--- src/hw/stmon_pkg.sv ---
// Shared constants and types for the system timeout monitor.
package stmon_pkg;

    // ========================================================================
    // Widths
    // ========================================================================
    localparam int unsigned CNT_W   = 32; // Width of the countdown counter.
    localparam int unsigned RANGE_W = 4;  // Width of the timeout range select.
    localparam int unsigned PULSE_W = 3;  // Width of the reset pulse select.
    localparam int unsigned PCNT_W  = 9;  // Width of the reset pulse counter.

    // ========================================================================
    // Range and pulse encodings
    // ========================================================================
    // Range n starts the countdown at 2^(RANGE_BASE_SHIFT + n) - 1.
    // A short base keeps the shortest period brief enough to exercise every
    // response path; the longest range still spans millions of cycles.
    localparam int unsigned RANGE_BASE_SHIFT = 8;
    // Pulse select n holds the reset for 2^(PULSE_BASE_SHIFT + n) cycles.
    localparam int unsigned PULSE_BASE_SHIFT = 1;

    // ========================================================================
    // Reset values and unit steps
    // ========================================================================
    localparam logic [CNT_W-1:0]  CNT_RST  = 32'h0000_0000; // Counter after reset.
    localparam logic [CNT_W-1:0]  CNT_ONE  = 32'h0000_0001; // Unit step and shift seed.
    localparam logic [PCNT_W-1:0] PCNT_RST = 9'h000;        // Pulse counter after reset.
    localparam logic [PCNT_W-1:0] PCNT_ONE = 9'h001;        // Pulse counter step.

    // Response modes.
    typedef enum logic {
        STMON_MODE_DIRECT    = 1'b0,
        STMON_MODE_TWO_STAGE = 1'b1
    } stmon_mode_t;

    // Response sequencer states.
    typedef enum logic [1:0] {
        STMON_ST_COUNT,
        STMON_ST_WARNED,
        STMON_ST_RESET
    } stmon_state_t;

endpackage

--- src/hw/stmon_cnt_if.sv ---
// Interface between the response sequencer and the countdown counter.
`timescale 1ns/1ps
interface stmon_cnt_if;
    logic                           load;        // Reload the starting value now.
    logic                           run;         // Count down while high.
    logic [stmon_pkg::CNT_W-1:0]    start_value; // Starting value of the countdown.
    logic [stmon_pkg::CNT_W-1:0]    count;       // Present counter value.
    logic                           timeout;     // One-cycle pulse after zero is reached.

    modport ctl (output load, output run, output start_value, input count, input timeout);
    modport cnt (input load, input run, input start_value, output count, output timeout);
endinterface

--- src/hw/stmon_top.sv ---
// Top level of the system timeout monitor: configuration, response and reset pulse.
`timescale 1ns/1ps

module stmon_top (
    // Clock and reset.
    input  wire logic                              clk_i,
    input  wire logic                              nrst_i,
    // Configuration from software-controlled logic on the same clock.
    input  wire logic                              enable_i,
    input  wire logic                              mode_i,
    input  wire logic [stmon_pkg::RANGE_W-1:0]     range_sel_i,
    input  wire logic [stmon_pkg::PULSE_W-1:0]     pulse_sel_i,
    // Service strobes, one cycle each.
    input  wire logic                              restart_i,
    input  wire logic                              irq_clear_i,
    // Outputs to reset logic and interrupt controller.
    output logic                                   sys_rst_o,
    output logic                                   irq_o,
    // Observation.
    output logic [stmon_pkg::CNT_W-1:0]            count_o
);

    // ========================================================================
    // Helper functions
    // ========================================================================
    // Starting count for a range select: a mask of ones, 8 to 23 bits wide.
    function automatic logic [stmon_pkg::CNT_W-1:0] range_start(
        input logic [stmon_pkg::RANGE_W-1:0] sel
    );
        logic [5:0] shift;
        shift = 6'(stmon_pkg::RANGE_BASE_SHIFT) + 6'(sel);
        return (stmon_pkg::CNT_ONE << shift) - stmon_pkg::CNT_ONE;
    endfunction

    // Last pulse counter value for a pulse select, i.e. length minus one.
    function automatic logic [stmon_pkg::PCNT_W-1:0] pulse_last(
        input logic [stmon_pkg::PULSE_W-1:0] sel
    );
        logic [3:0] shift;
        shift = 4'(stmon_pkg::PULSE_BASE_SHIFT) + 4'(sel);
        return (stmon_pkg::PCNT_ONE << shift) - stmon_pkg::PCNT_ONE;
    endfunction

    // ========================================================================
    // Reset release
    // ========================================================================
    // The pin reset is asserted asynchronously but released through two
    // flip-flops so that no register leaves reset on a metastable edge.
    logic [1:0] rst_sync; // Release shift register.
    logic       rst_n;    // Synchronised active-low reset.

    // Release synchroniser; only the second stage is used as the reset.
    always_ff @(posedge clk_i or negedge nrst_i) begin
        if (!nrst_i) begin
            rst_sync <= 2'b00;
        end else begin
            rst_sync <= {rst_sync[0], 1'b1};
        end
    end
    assign rst_n = rst_sync[1];

    // ========================================================================
    // Countdown counter
    // ========================================================================
    stmon_cnt_if cnt_if ();

    stmon_counter u_counter (
        .clk_i   (clk_i),
        .rst_n_i (rst_n),
        .cnt_if  (cnt_if)
    );

    // ========================================================================
    // Response sequencer state
    // ========================================================================
    stmon_pkg::stmon_state_t       state;        // Present response state.
    stmon_pkg::stmon_state_t       next_state;   // State for the next edge.
    logic [stmon_pkg::PCNT_W-1:0]  pulse_cnt;    // Cycles of reset pulse so far.
    logic [stmon_pkg::PCNT_W-1:0]  next_pulse_cnt;
    logic                          irq;          // Sticky interrupt flag.
    logic                          next_irq;
    logic                          sys_rst;      // Registered system reset.
    logic                          next_sys_rst;
    logic                          was_enabled;  // Enable seen last cycle.
    logic                          next_was_enabled;

    // Counter control: the range feeds the starting count, and a restart or
    // a fresh enable reloads it. Counting pauses while the reset pulse runs,
    // so the next period begins cleanly after the pulse.
    always_comb begin
        cnt_if.start_value = range_start(range_sel_i);
        cnt_if.load        = restart_i || (enable_i && !was_enabled)
                             || (state == stmon_pkg::STMON_ST_RESET);
        cnt_if.run         = enable_i && (state != stmon_pkg::STMON_ST_RESET);
    end

    // Next-state logic of the response sequencer.
    always_comb begin
        next_state       = state;
        next_pulse_cnt   = pulse_cnt;
        next_irq         = irq;
        next_sys_rst     = sys_rst;
        next_was_enabled = enable_i;
        case (state)
            stmon_pkg::STMON_ST_COUNT: begin
                // A stale interrupt clear here changes nothing.
                if (cnt_if.timeout) begin
                    if (mode_i == stmon_pkg::STMON_MODE_DIRECT) begin
                        // No warning in direct mode: reset straight away.
                        next_state     = stmon_pkg::STMON_ST_RESET;
                        next_sys_rst   = 1'b1;
                        next_pulse_cnt = stmon_pkg::PCNT_RST;
                    end else begin
                        next_state = stmon_pkg::STMON_ST_WARNED;
                        next_irq   = 1'b1;
                    end
                end
            end
            stmon_pkg::STMON_ST_WARNED: begin
                if (cnt_if.timeout && irq) begin
                    // Still uncleared at the second timeout: escalate.
                    next_state     = stmon_pkg::STMON_ST_RESET;
                    next_sys_rst   = 1'b1;
                    next_pulse_cnt = stmon_pkg::PCNT_RST;
                end else if (cnt_if.timeout) begin
                    // Cleared in time: this timeout is a fresh first warning.
                    // A clear in this same cycle loses to the new event.
                    next_irq = 1'b1;
                end else if (irq_clear_i) begin
                    next_irq   = 1'b0;
                    next_state = stmon_pkg::STMON_ST_COUNT;
                end
                if (!enable_i) begin
                    // Disabling abandons the warning.
                    next_state = stmon_pkg::STMON_ST_COUNT;
                    next_irq   = 1'b0;
                end
            end
            stmon_pkg::STMON_ST_RESET: begin
                // Hold the reset for the selected number of cycles, then
                // drop it together with the interrupt it answered.
                if (pulse_cnt >= pulse_last(pulse_sel_i)) begin
                    next_state   = stmon_pkg::STMON_ST_COUNT;
                    next_sys_rst = 1'b0;
                    next_irq     = 1'b0;
                end else begin
                    next_pulse_cnt = pulse_cnt + stmon_pkg::PCNT_ONE;
                end
            end
            default: begin
                next_state   = stmon_pkg::STMON_ST_COUNT;
                next_sys_rst = 1'b0;
                next_irq     = 1'b0;
            end
        endcase
    end

    // Sequencer registers.
    always_ff @(posedge clk_i or negedge rst_n) begin
        if (!rst_n) begin
            state       <= stmon_pkg::STMON_ST_COUNT;
            pulse_cnt   <= stmon_pkg::PCNT_RST;
            irq         <= 1'b0;
            sys_rst     <= 1'b0;
            was_enabled <= 1'b0;
        end else begin
            state       <= next_state;
            pulse_cnt   <= next_pulse_cnt;
            irq         <= next_irq;
            sys_rst     <= next_sys_rst;
            was_enabled <= next_was_enabled;
        end
    end

    // ========================================================================
    // Outputs
    // ========================================================================
    // Each output is a flip-flop: the reset and interrupt come from the
    // sequencer registers and the count from the counter register.
    assign sys_rst_o = sys_rst;
    assign irq_o     = irq;
    assign count_o   = cnt_if.count;

endmodule

--- src/hw/stmon_counter.sv ---
// Countdown counter of the system timeout monitor.
`timescale 1ns/1ps
module stmon_counter (
    // Clock and synchronised reset.
    input  wire logic   clk_i,
    input  wire logic   rst_n_i,
    // Link to the response sequencer.
    stmon_cnt_if.cnt    cnt_if
);

    // ========================================================================
    // Counter state
    // ========================================================================
    logic [stmon_pkg::CNT_W-1:0] count;        // Present count.
    logic [stmon_pkg::CNT_W-1:0] next_count;   // Count for the next edge.
    logic                        timeout;      // Registered timeout pulse.
    logic                        next_timeout; // Timeout for the next edge.

    // Next-state logic: a load wins over counting, so a restart in the
    // very cycle of expiry prevents the timeout.
    always_comb begin
        next_count   = count;
        next_timeout = 1'b0;
        if (cnt_if.load) begin
            next_count = cnt_if.start_value;
        end else if (cnt_if.run) begin
            if (count == stmon_pkg::CNT_RST) begin
                // Zero reached: flag a timeout and start the next period.
                next_timeout = 1'b1;
                next_count   = cnt_if.start_value;
            end else begin
                next_count = count - stmon_pkg::CNT_ONE;
            end
        end
    end

    // Registers run on the bus clock itself; there is no other count clock.
    always_ff @(posedge clk_i or negedge rst_n_i) begin
        if (!rst_n_i) begin
            count   <= stmon_pkg::CNT_RST;
            timeout <= 1'b0;
        end else begin
            count   <= next_count;
            timeout <= next_timeout;
        end
    end

    assign cnt_if.count   = count;
    assign cnt_if.timeout = timeout;

endmodule

--- config.mk ---
export PLATFORM = sky130hd
export DESIGN_NAME = stmon_top
export DESIGN_NICKNAME = d
export VERILOG_FILES = /design/src/hw/stmon_pkg.sv /design/src/hw/stmon_cnt_if.sv /design/src/hw/stmon_top.sv /design/src/hw/stmon_counter.sv
export SDC_FILE = /design/constraint.sdc
export NUM_CORES = 1
export LEC_CHECK = 0
export CAP_MARGIN = 20
export CORE_MARGIN = 3
export CORE_UTILIZATION = 55
export CTS_CLUSTER_DIAMETER = 120
export DETAILED_ROUTE_END_ITERATION = 8
export DONT_BUFFER_PORTS = 1
export HOLD_SLACK_MARGIN = 0.05
export PLACE_DENSITY = 0.73
export SYNTH_ARGS = -nofsm -noshare
export SYNTH_HDL_FRONTEND = slang
export SYNTH_SLANG_ARGS = --single-unit
--- constraint.sdc ---
create_clock -name clk_i -period 1.53 [get_ports clk_i]
set_input_delay 0.153 -clock clk_i [delete_from_list [all_inputs] [get_ports clk_i]]
set_output_delay 0.153 -clock clk_i [all_outputs]
set_load 0.01 [all_outputs]
# ---- Word-level counts from Yosys, hierarchy flattened
# Cells that the tools add are included.
dict set report classes {
  add_sub_neg 6
  multipliers 0
  div_mod_pow 0
  n_lt_le_gt_ge 1
  n_eq_ne 13
  shift 2
  muxes 31
  n_bitwise 0
  reduce_logical 14
}
# op n
set ops {}
lappend ops {{$mux 32} 3}
lappend ops {{$sub 32x1->32 const B} 2}
lappend ops {{$mux 9} 4}
lappend ops {{$logic_not 32->1} 1}
lappend ops {{$shl 1x5->32 const A} 1}
lappend ops {{$pmux 9 s3} 1}
lappend ops {{$mux 2} 7}
lappend ops {{$mux 1} 13}
lappend ops {{$ne 2x2->1 const B} 5}
lappend ops {{$reduce_and 5->1} 2}
lappend ops {{$add 9x1->9 const B} 1}
lappend ops {{$ge 9x9->1} 1}
lappend ops {{$shl 1x4->9 const A} 1}
lappend ops {{$sub 9x1->9 const B} 1}
lappend ops {{$ne 4x4->1 const B} 2}
lappend ops {{$reduce_and 4->1} 2}
lappend ops {{$pmux 1 s3} 2}
lappend ops {{$pmux 2 s3} 1}
lappend ops {{$add 4x4->5 const A} 1}
lappend ops {{$add 1x3->4 const A} 1}
lappend ops {{$ne 2x1->1 const B} 2}
lappend ops {{$ne 4x3->1 const B} 1}
lappend ops {{$logic_and 1x1->1} 3}
lappend ops {{$ne 3x3->1 const B} 1}
lappend ops {{7 further kinds} 8}
dict set report totals {
  regBits 49
  latch_bits 0
  ram_bits 0
  mem_bits_ro 0
  input_bits 13
  out_inout_bits 34
  word_cells 75
  memories 0
}

# ---- Logic depth before layout (Yosys ltp)
# Gate-level depths: netlist of the first run.
dict set report depth {
  depth_word 6
  mapped_depth 16
  depth_no_buf 13
}

# ---- By module
# From an unflattened synthesis of the first run, not the netlist that was laid out.
dict set report hier_totals {
  hier_cells 447
  hier_area_um2 3853.7
}
# module n_inst cells_per_inst area_per_inst_um2 seq_area_each_um2
set by_module_without_submodules {}
lappend by_module_without_submodules {stmon_counter 1 284 2471.1 825.8}
lappend by_module_without_submodules {stmon_top 1 163 1382.6 400.4}

# ---- Worst setup path before layout of the first run
# OpenSTA, ideal clock, no wires.
dict set report synth_path {
  path_kind {input port to flip-flop}
  startpoint {in pulse_sel_i[1] (netlist bit)}
  endpoint {reg pulse_cnt[1] (netlist bit)}
  arrival_time_ns 3.107
  required_ns 1.409
  setup_slack_ns -1.698
  path_stages 15
  n_path_buf 3
  cell_sequence {clkbuf_1 or3_1 ha_1 buf_4 a21oi_1 nor2_1 a31oi_1 ha_1 a21oi_1 nor2_1 a2111oi_2 and2_0 clkbuf_1 mux2_2 a22o_1}
}
dict set report synth_between {
  elab_chain_cells 6
}
# item line
set synth_rtl {}
lappend synth_rtl {{start: declaration} stmon_top.sv:12} ;# input wire logic [stmon_pkg::PULSE_W-1:0] pulse_sel_i,
lappend synth_rtl {{$add 1x3->4} stmon_top.sv:40} ;# shift = 4'(stmon_pkg::PULSE_BASE_SHIFT) + 4'(sel);
lappend synth_rtl {{$shl 1x4->9} stmon_top.sv:41} ;# return (stmon_pkg::PCNT_ONE << shift) - stmon_pkg::PCNT_ONE;
lappend synth_rtl {{$sub 9x1->9} stmon_top.sv:41}
lappend synth_rtl {{$ge 9x9->1} stmon_top.sv:142} ;# if (pulse_cnt >= pulse_last(pulse_sel_i)) begin
lappend synth_rtl {{$ne 2x2->1 (no source line)} --}
lappend synth_rtl {{$reduce_and 5->1 (no source line)} --}
lappend synth_rtl {{end signal: assignment} stmon_top.sv:162} ;# pulse_cnt <= stmon_pkg::PCNT_RST;
lappend synth_rtl {{end signal: assignment} stmon_top.sv:168} ;# pulse_cnt <= next_pulse_cnt;
lappend synth_rtl {{end: declaration} stmon_top.sv:78} ;# logic [stmon_pkg::PCNT_W-1:0] pulse_cnt;
# No other way between the ends.
# A chain may end at the register's enable or synchronous reset.

# ---- Worst setup path after layout of the first run
dict set report layout_path {
  startpoint {in pulse_sel_i[0] (netlist bit)}
  endpoint {reg pulse_cnt[7] (netlist bit)}
}
# Same word-level chain as after synthesis.

==> results of run 1 <==
## cells in the mapped netlist (3+ instances only)
library cell / count / area, um^2
a21oi_1: 22 / 110
a22o_1: 7 / 61.3
a32oi_1: 3 / 26.3
and2_1: 3 / 18.8
and3_1: 3 / 18.8
clkbuf_1: 14 / 52.6
dfrtp_1: 49 / 1230
ha_1: 14 / 175
inv_1: 5 / 18.8
mux2_2: 3 / 33.8
nand2_1: 38 / 143
nand2b_1: 5 / 31.3
nand3_1: 13 / 65.1
nand3b_1: 4 / 30.0
nand4_1: 8 / 50.1
nor2_1: 43 / 161
nor2_2: 3 / 18.8
nor2b_1: 5 / 31.3
nor3_1: 13 / 65.1
nor4_1: 13 / 81.3
o21ai_0: 27 / 135
o22a_1: 4 / 35.0
o2bb2ai_1: 3 / 26.3
o31ai_1: 4 / 30.0
or3_1: 4 / 25.0
or4_1: 4 / 30.0
xnor2_1: 12 / 105
xor2_1: 12 / 105
## what timing repair did
item                       in CTS  in global routing
pin swaps                      28                 27
resized for setup              41                 51
setup buffers                   2                  7
setup endpoints to repair      45                 45
hold buffers                    5                  0
cloned                          1                  3
hold endpoints to repair        9                  0
## layout by cell type, fill, tap and decap left out, types with 6 or more instances in the layout
cell	Yosys	layout
a21oi_1	22	11
nor3_1	13	8
o21ai_0	27	14
nand3_1	13	9
nand4_1	8	8
ha_1	14	11
xnor2_1	12	11
dfrtp_1	49	46
buf_4	2	111
nand2_2	1	7
or4_4	2	6
nor2_2	3	7
o21ai_1	0	6
nor2_4	0	8
nand2_1	38	28
a22o_1	7	7
a21oi_2	0	9
nor4_4	2	6
nor2_1	43	31
buf_6	0	7
o21ai_2	0	6
xor2_1	12	10
## power by group
part | switching (W) | total, W | internal [W]
registers | 0.000191 | 0.00169 | 0.00149
logic | 0.00129 | 0.00243 | 0.00114
clock network | 0.000495 | 0.000821 | 0.000326
total | 0.00198 | 0.00493 | 0.00296
## worst max-delay path by stage
stage,start,end,slack [ns],cells past startpoint
finish,pulse_sel_i[0],pulse_cnt[7],-0.97,13
global route,u_counter.cnt_if.count[10],u_counter.cnt_if.count[15],-1.06,9
CTS,pulse_sel_i[0],pulse_cnt[8],-0.86,12
detailed placement,pulse_sel_i[0],pulse_cnt[8],-1.53,12
global placement,pulse_sel_i[0],pulse_cnt[8],-1.28,12
floorplan,pulse_sel_i[0],pulse_cnt[1],-1.05,11
## metal layers
metal / share of wire / GRT usage
met5: 0 / 0
met4: 0.062 / 0.129
met3: 0.11 / 0.0635
met2: 0.46 / 0.507
met1: 0.37 / 0.399
## sequential cells by signal (all words and copies together), names as in the netlist
name,flops
state,2
u_counter.cnt_if.count,32
rst_sync,2
was_enabled,1
irq_o,1
pulse_cnt,9
u_counter.cnt_if.timeout,1
sys_rst_o,1
## final cells by class
cell class | instances | area [um^2]
clock buffers | 5 | 68.8
clock inverters | 3 | 21.3
fillers | 212 | 529
inverters | 5 | 18.8
multi-input cells | 314 | 2530
flip-flops and latches | 49 | 1230
well taps | 72 | 90.1
repair buffers | 132 | 1160
## worst register-to-register path, cell delays in order, from the launching register on
cell,delay (ns)
dfrtp_2,0.43
or4_4,0.59
or4_4,0.52
nor4_4,0.18
buf_4,0.19
nand3_1,0.11
xor2_1,0.24
nor2_4,0.06
## metrics by stage
stage,area (um^2),setup WS [ns]
floorplan,3520,-1.05
global placement,4400,-1.28
detailed placement,4400,-1.53
CTS,4770,-0.860
global route,5110,-1.06
finish,5110,-0.970
## cells by family (layout without fill, tap and decap cells)
group | count (synthesis) | in the layout | synth area share
and+or+nand+nor | 176 | 176 | 0.284
AOI/OAI and AO/OA | 92 | 92 | 0.185
DFF | 49 | 49 | 0.372
xor gates and xnor gates | 24 | 24 | 0.0638
buffers and inverters | 24 | 145 | 0.0304
adders and majority gates | 14 | 14 | 0.0532
muxes | 3 | 3 | 0.0103
other | 1 | 5 | 0.00114
==> impl_results.md, run 1 <==
* Crit. End Element: flop
* Vias in the first global route at 3641
* Clk Latency, worst-skew pair at 0.31 ns
* Mapped Cells at 383
* Share of post-route cells with drive strength above 1 at 0.465
* WP data arrival at 2.74 ns
* Io pins at 47
* Post-route non-filler standard cell count at 580
* Total gr overflow at 0
* Global-route wire length before repair at 17700 um
* Largest net degree at the start of global routing at 39
* Final min period at 2.50 ns
* CP bufs+invs at 0
* R2R cell count at 7
* FF-to-FF setup slack at -0.88 ns
* Final core occ at 0.906
* Final Hold Slack at 0.0526 ns
* Number of CTS-inserted buffers at 5
* Post-Route WL at 13400 um
* Post-Route Setup TNS at -35.06 ns
* Initial antenna violation count at 0
* Nets@finish at 534
* Clk slew on worst S/H paths at 0.10 ns
* Pwr Total at 0.00493 W
* Final ANT Viol Nets at 0
* PnR worst setup slack at -0.970 ns
* Final setup fails at 45
* LEAKAGE at 2.17 nW
* H-tree Lvls at 2
* ANT cells at 0
* First-pass DRT Iterations at 7
* Seq/Total Area, Yosys at 0.372
* Slew Limit Fails at 0
* Final hold violation count at 0
* Die H at 83.4 um
* Critical-path cell list: or3_4 > ha_4 > nor2_2 > a21oi_4 > nor2_1 > a31oi_1 > ha_1 > a21oi_2 > nor2_2 > a2111oi_4 > a21boi_2 > or4_4 > a21oi_2
* Hpwl dp at 7100 um
* Placed Cells incl. Taps at 554
* CTS Root Cell: clkbuf_8
* Ys flop type: dfrtp_1
* Delay of the slowest critical-path stage at 0.53 ns
* Row count at 27
* Max clock buf depth at 2
* Gpl congestion at 0.943
* Starting Density at 0.584
* R2r startpoint: u_counter.cnt_if.count[14]
* Port Buffer Count at 0
* Failing checks: setup timing
* Crit Path Category: input port to flop
* Crit-path leading delay family: simple AND/OR/NAND/NOR gates
* Critical Path Fanout Max at 9
* DR WL/cell at 23.1 um
* FFs w/ async S/R, synth at 1.00
* Number of synthesis warnings at 0
* Maximum VDD drop at 0.000643 V
* Total number of vias at 3974
* CP max-delay cell: or4_4
* RSZ-0062 raised after global routing: true
* Critical R2R Capture: u_counter.cnt_if.count[31]
* Global Route Usage Sum at 0.310
* DRC at 0
* Rel. slew slack at 0.628
* TritonCTS clock tree: done
* WP data required at 1.77 ns
* Post-Syn Area at 3290 um^2
* Distinct cells, synth at 59
* Clk_skew at 0.00784 ns
* Vias/cell at 6.85
* Die area at 6950 um^2
* Worst Tran Pin Value at 0.552 ns
* Mean post-synth cell area at 8.60 um^2
* Crit share post-route at 1.63
* #FFs+latches synth at 49
* CTS sink count at 49
* Max-cap viol count at 0
* Core ar. at 5640 um^2
* Status: finished, violations left
* Worst Hold Class: input port to async pin
* Achievable frequency at 400 MHz
* Post-synth EDFFs at 0
* Pwr/cell area at 965 nW/um^2
* Type of origin of the critical path: input port
* Initial drt markers at 548
* Area Overhead vs Synth at 55.2%
* Die Wd at 83.4 um
Note: power is estimated with default switching activity, not from simulation.
==> inputs of run 2 (changes only) <==
--- a/config.mk
+++ b/config.mk
@@ -6,13 +6,16 @@
 export NUM_CORES = 1
 export LEC_CHECK = 0
 export CAP_MARGIN = 20
+export CELL_PAD_IN_SITES_DETAIL_PLACEMENT = 0
+export CELL_PAD_IN_SITES_GLOBAL_PLACEMENT = 1
 export CORE_MARGIN = 3
-export CORE_UTILIZATION = 55
+export CORE_UTILIZATION = 43
 export CTS_CLUSTER_DIAMETER = 120
 export DETAILED_ROUTE_END_ITERATION = 8
 export DONT_BUFFER_PORTS = 1
 export HOLD_SLACK_MARGIN = 0.05
-export PLACE_DENSITY = 0.73
+export PLACE_DENSITY_LB_ADDON = 0.1
+export RECOVER_POWER = 100
 export SYNTH_ARGS = -nofsm -noshare
 export SYNTH_HDL_FRONTEND = slang
 export SYNTH_SLANG_ARGS = --single-unit
==> run 2 against run 1 <==
Compared with the run above:
- the run still ends with setup timing left
- global-route usage is 7.6 points lower
- fmax up 1.3%
- largest cell class unchanged
- sequential power decreased by 2%
- critical endpoint unchanged
- worst hold slack better by 0.012 ns
- setup slack better by 0.032 ns
- combinational power shrank 12%
==> impl_results.md, run 2 (same netlist as run 1, synthesis figures left out) <==
* Worst Hold Class: input port to flop
* Biggest regs: u_counter.cnt_if.count (32), pulse_cnt (9)
* Commonest non-fill, non-tap cell in the layout: buf_4
* Metal2 WL at 4910 um (-20%)
* Cell Area, Placed at 4480 um^2 (+1.9%)
* Top routing layer in use: met4
* Global Route Usage Sum at 0.235 (-0.0757)
* CTS Root Cell: clkbuf_8
* Achievable frequency at 405 MHz (+1.3%)
* TritonCTS clock tree: done
* DR WL/cell at 16.4 um (-29%)
* Final ANT Viol Nets at 0 (unchanged)
* Max clock buf depth at 2 (unchanged)
* Status: finished, violations left
* Post-Route WL at 10000 um (-25%)
* Starting Density at 0.449 (-0.135)
* WL met3 at 528 um (-64%)
* Io pins at 47 (unchanged)
* First-pass DRT Iterations at 4 (-3)
* Max-cap viol count at 0 (unchanged)
* Hold_sp: range_sel_i[1]
* Largest net degree at the start of global routing at 48 (+23%)
* Crit share post-route at 1.61 (-0.0210)
* R2R cell count at 7 (unchanged)
* Initial drt markers at 127 (-77%)
* Initial antenna violation count at 0 (unchanged)
* Clk slew on worst S/H paths at 0.10 ns (about the same)
* Die Wd at 93.5 um (+12%)
* LEAKAGE at 2.01 nW (-7.2%)
* Critical Path Fanout Max at 9 (unchanged)
* Pwr/cell area at 946 nW/um^2 (-2.0%)
* Maximum VDD drop at 0.000554 V (-14%)
* Final setup fails at 45 (unchanged)
* Number of CTS-inserted buffers at 5 (unchanged)
* Critical R2R Capture: u_counter.cnt_if.count[31]
* ANT cells at 0 (unchanged)
* Crit. End Element: flop
* Failing checks: setup timing
* Hold worst-path end: u_counter.cnt_if.count[21]
* H-tree Lvls at 2 (unchanged)
* Fin area at 4890 um^2 (-4.3%)
* WP data arrival at 2.72 ns (-0.02 ns)
* Crit Path Category: input port to flop
* Type of origin of the critical path: input port
* Dpl ws at -1.38 ns (+0.144 ns)
* Final min period at 2.47 ns (-0.0321 ns)
* Die H at 93.5 um (+12%)
* Global-route wire length before repair at 16500 um (-6.7%)
* Total number of vias at 3424 (-14%)
* Gpl congestion at 0.861 (-8.7%)
* Final hold violation count at 0 (unchanged)
* Row count at 31 (+15%)
* R2r startpoint: u_counter.cnt_if.count[14]
* Rel. slew slack at 0.279 (-0.349)
* Hpwl dp at 7110 um (+0.22%)
* CTS sink count at 49 (unchanged)
* Slew Limit Fails at 0 (unchanged)
* Vias in the first global route at 3391 (-6.9%)
* Total gr overflow at 0 (unchanged)
* Clk_skew at 0.00813 ns (+0.000286 ns)
* M1 wire length at 4500 um (-8.3%)
* Most frequent cells in the layout: 83 x buf_4, 46 x dfrtp_1, 34 x nor2_1
* DRC at 0 (unchanged)
* Vias/cell at 5.59 (-18%)
* Worst Tran Pin Value at 1.08 ns (+0.529 ns)
* CP startpoint: pulse_sel_i[0]
* Die area at 8750 um^2 (+26%)
* FF-to-FF setup slack at -0.72 ns (+0.16 ns)
* WP data required at 1.78 ns (about the same)
* Core ar. at 7330 um^2 (+30%)
* Port Buffer Count at 0 (unchanged)
* RSZ-0062 raised after global routing: true
* Area Overhead vs Synth at 48.5%
* Top reg by flops: u_counter.cnt_if.count
* Nets@finish at 540 (+1.1%)
* Hold Path Stages at 2
* Largest register FFs at 32 (unchanged)
* Clk Latency, worst-skew pair at 0.32 ns (about the same)
* PnR worst setup slack at -0.938 ns (+0.0321 ns)
* Share of post-route cells with drive strength above 1 at 0.377 (-0.0871)
* Pwr Total at 0.00463 W (-6.2%)
[run 2: cell count changes in the layout (fill, tap and decap cells not counted), sizes merged]
cell	change
clkbuf	+31
dlygate4sd3	+1
clkinvlp	-1
buf	-25
clkinv	+1
inv	-1
[run 2: worst max-delay path by stage]
stage	cells past startpoint	slack (ns)	end
after floorplan	11	-1.05	pulse_cnt[1]
after CTS	12	-0.84	pulse_cnt[8]
after detailed placement	12	-1.38	pulse_cnt[7]
final	12	-0.94	pulse_cnt[7]
after global routing	13	-1.08	pulse_cnt[7]
after global placement	12	-1.33	pulse_cnt[8]
[run 2: cell type report]
type | count | area [um^2]
Inverter | 5 | 18.8
Clock inverter | 2 | 13.8
Tap cell | 99 | 124
Timing Repair Buffer | 138 | 998
Sequential cell | 49 | 1230
Multi-Input combinational cell | 314 | 2420
Clock buffer | 6 | 82.6
Fill cell | 648 | 2440
[run 2: critical path, stage by stage]
cell       delay, ns
or3_4           0.39
ha_4            0.20
a21oi_2         0.13
nor2_1          0.05
a31oi_1         0.15
ha_1            0.27
a21oi_2         0.16
nor2_2          0.06
a2111oi_4       0.35
a21boi_2        0.13
or4_4           0.53
a21oi_2         0.14
[run 2: stage by stage]
stage / hold WS, ns / TNS [ns] / cells / util
3_3_place_gp: -0.143 / -33.96 / 589 / 0.611
2_1_floorplan: -0.143 / -26.14 / 387 / -
3_5_place_dp: -0.143 / -35.01 / 589 / 0.611
5_1_grt: 0.0722 / -33.87 / 613 / 0.667
6_report: 0.0647 / -29.59 / 613 / 0.667
4_1_cts: 0.0553 / -28.09 / 610 / 0.671
[run 2: per-layer routing]
metal / global-route usage / vias up
li1: - / 1665
met1: 0.314 / 1673
met2: 0.394 / 79
met3: 0.0418 / 7
met4: 0.0566 / 0
met5: 0 / -
[run 2: timing repair]
item | 4_1_cts | 5_1_grt
cloned | 0 | 0
endpoints found under the setup margin | 45 | 45
gates resized for setup | 54 | 19
pin swaps | 33 | 6
hold buffers | 5 | 1
setup buffers | 8 | 3
endpoints found under the hold margin | 9 | 2
[run 2: report_power, final]
group	total [W]	switching [W]	internal, W
combinational	0.00213	0.00112	0.00100
sequential	0.00165	0.000155	0.00149
clock	0.000848	0.000480	0.000368
total	0.00463	0.00176	0.00287
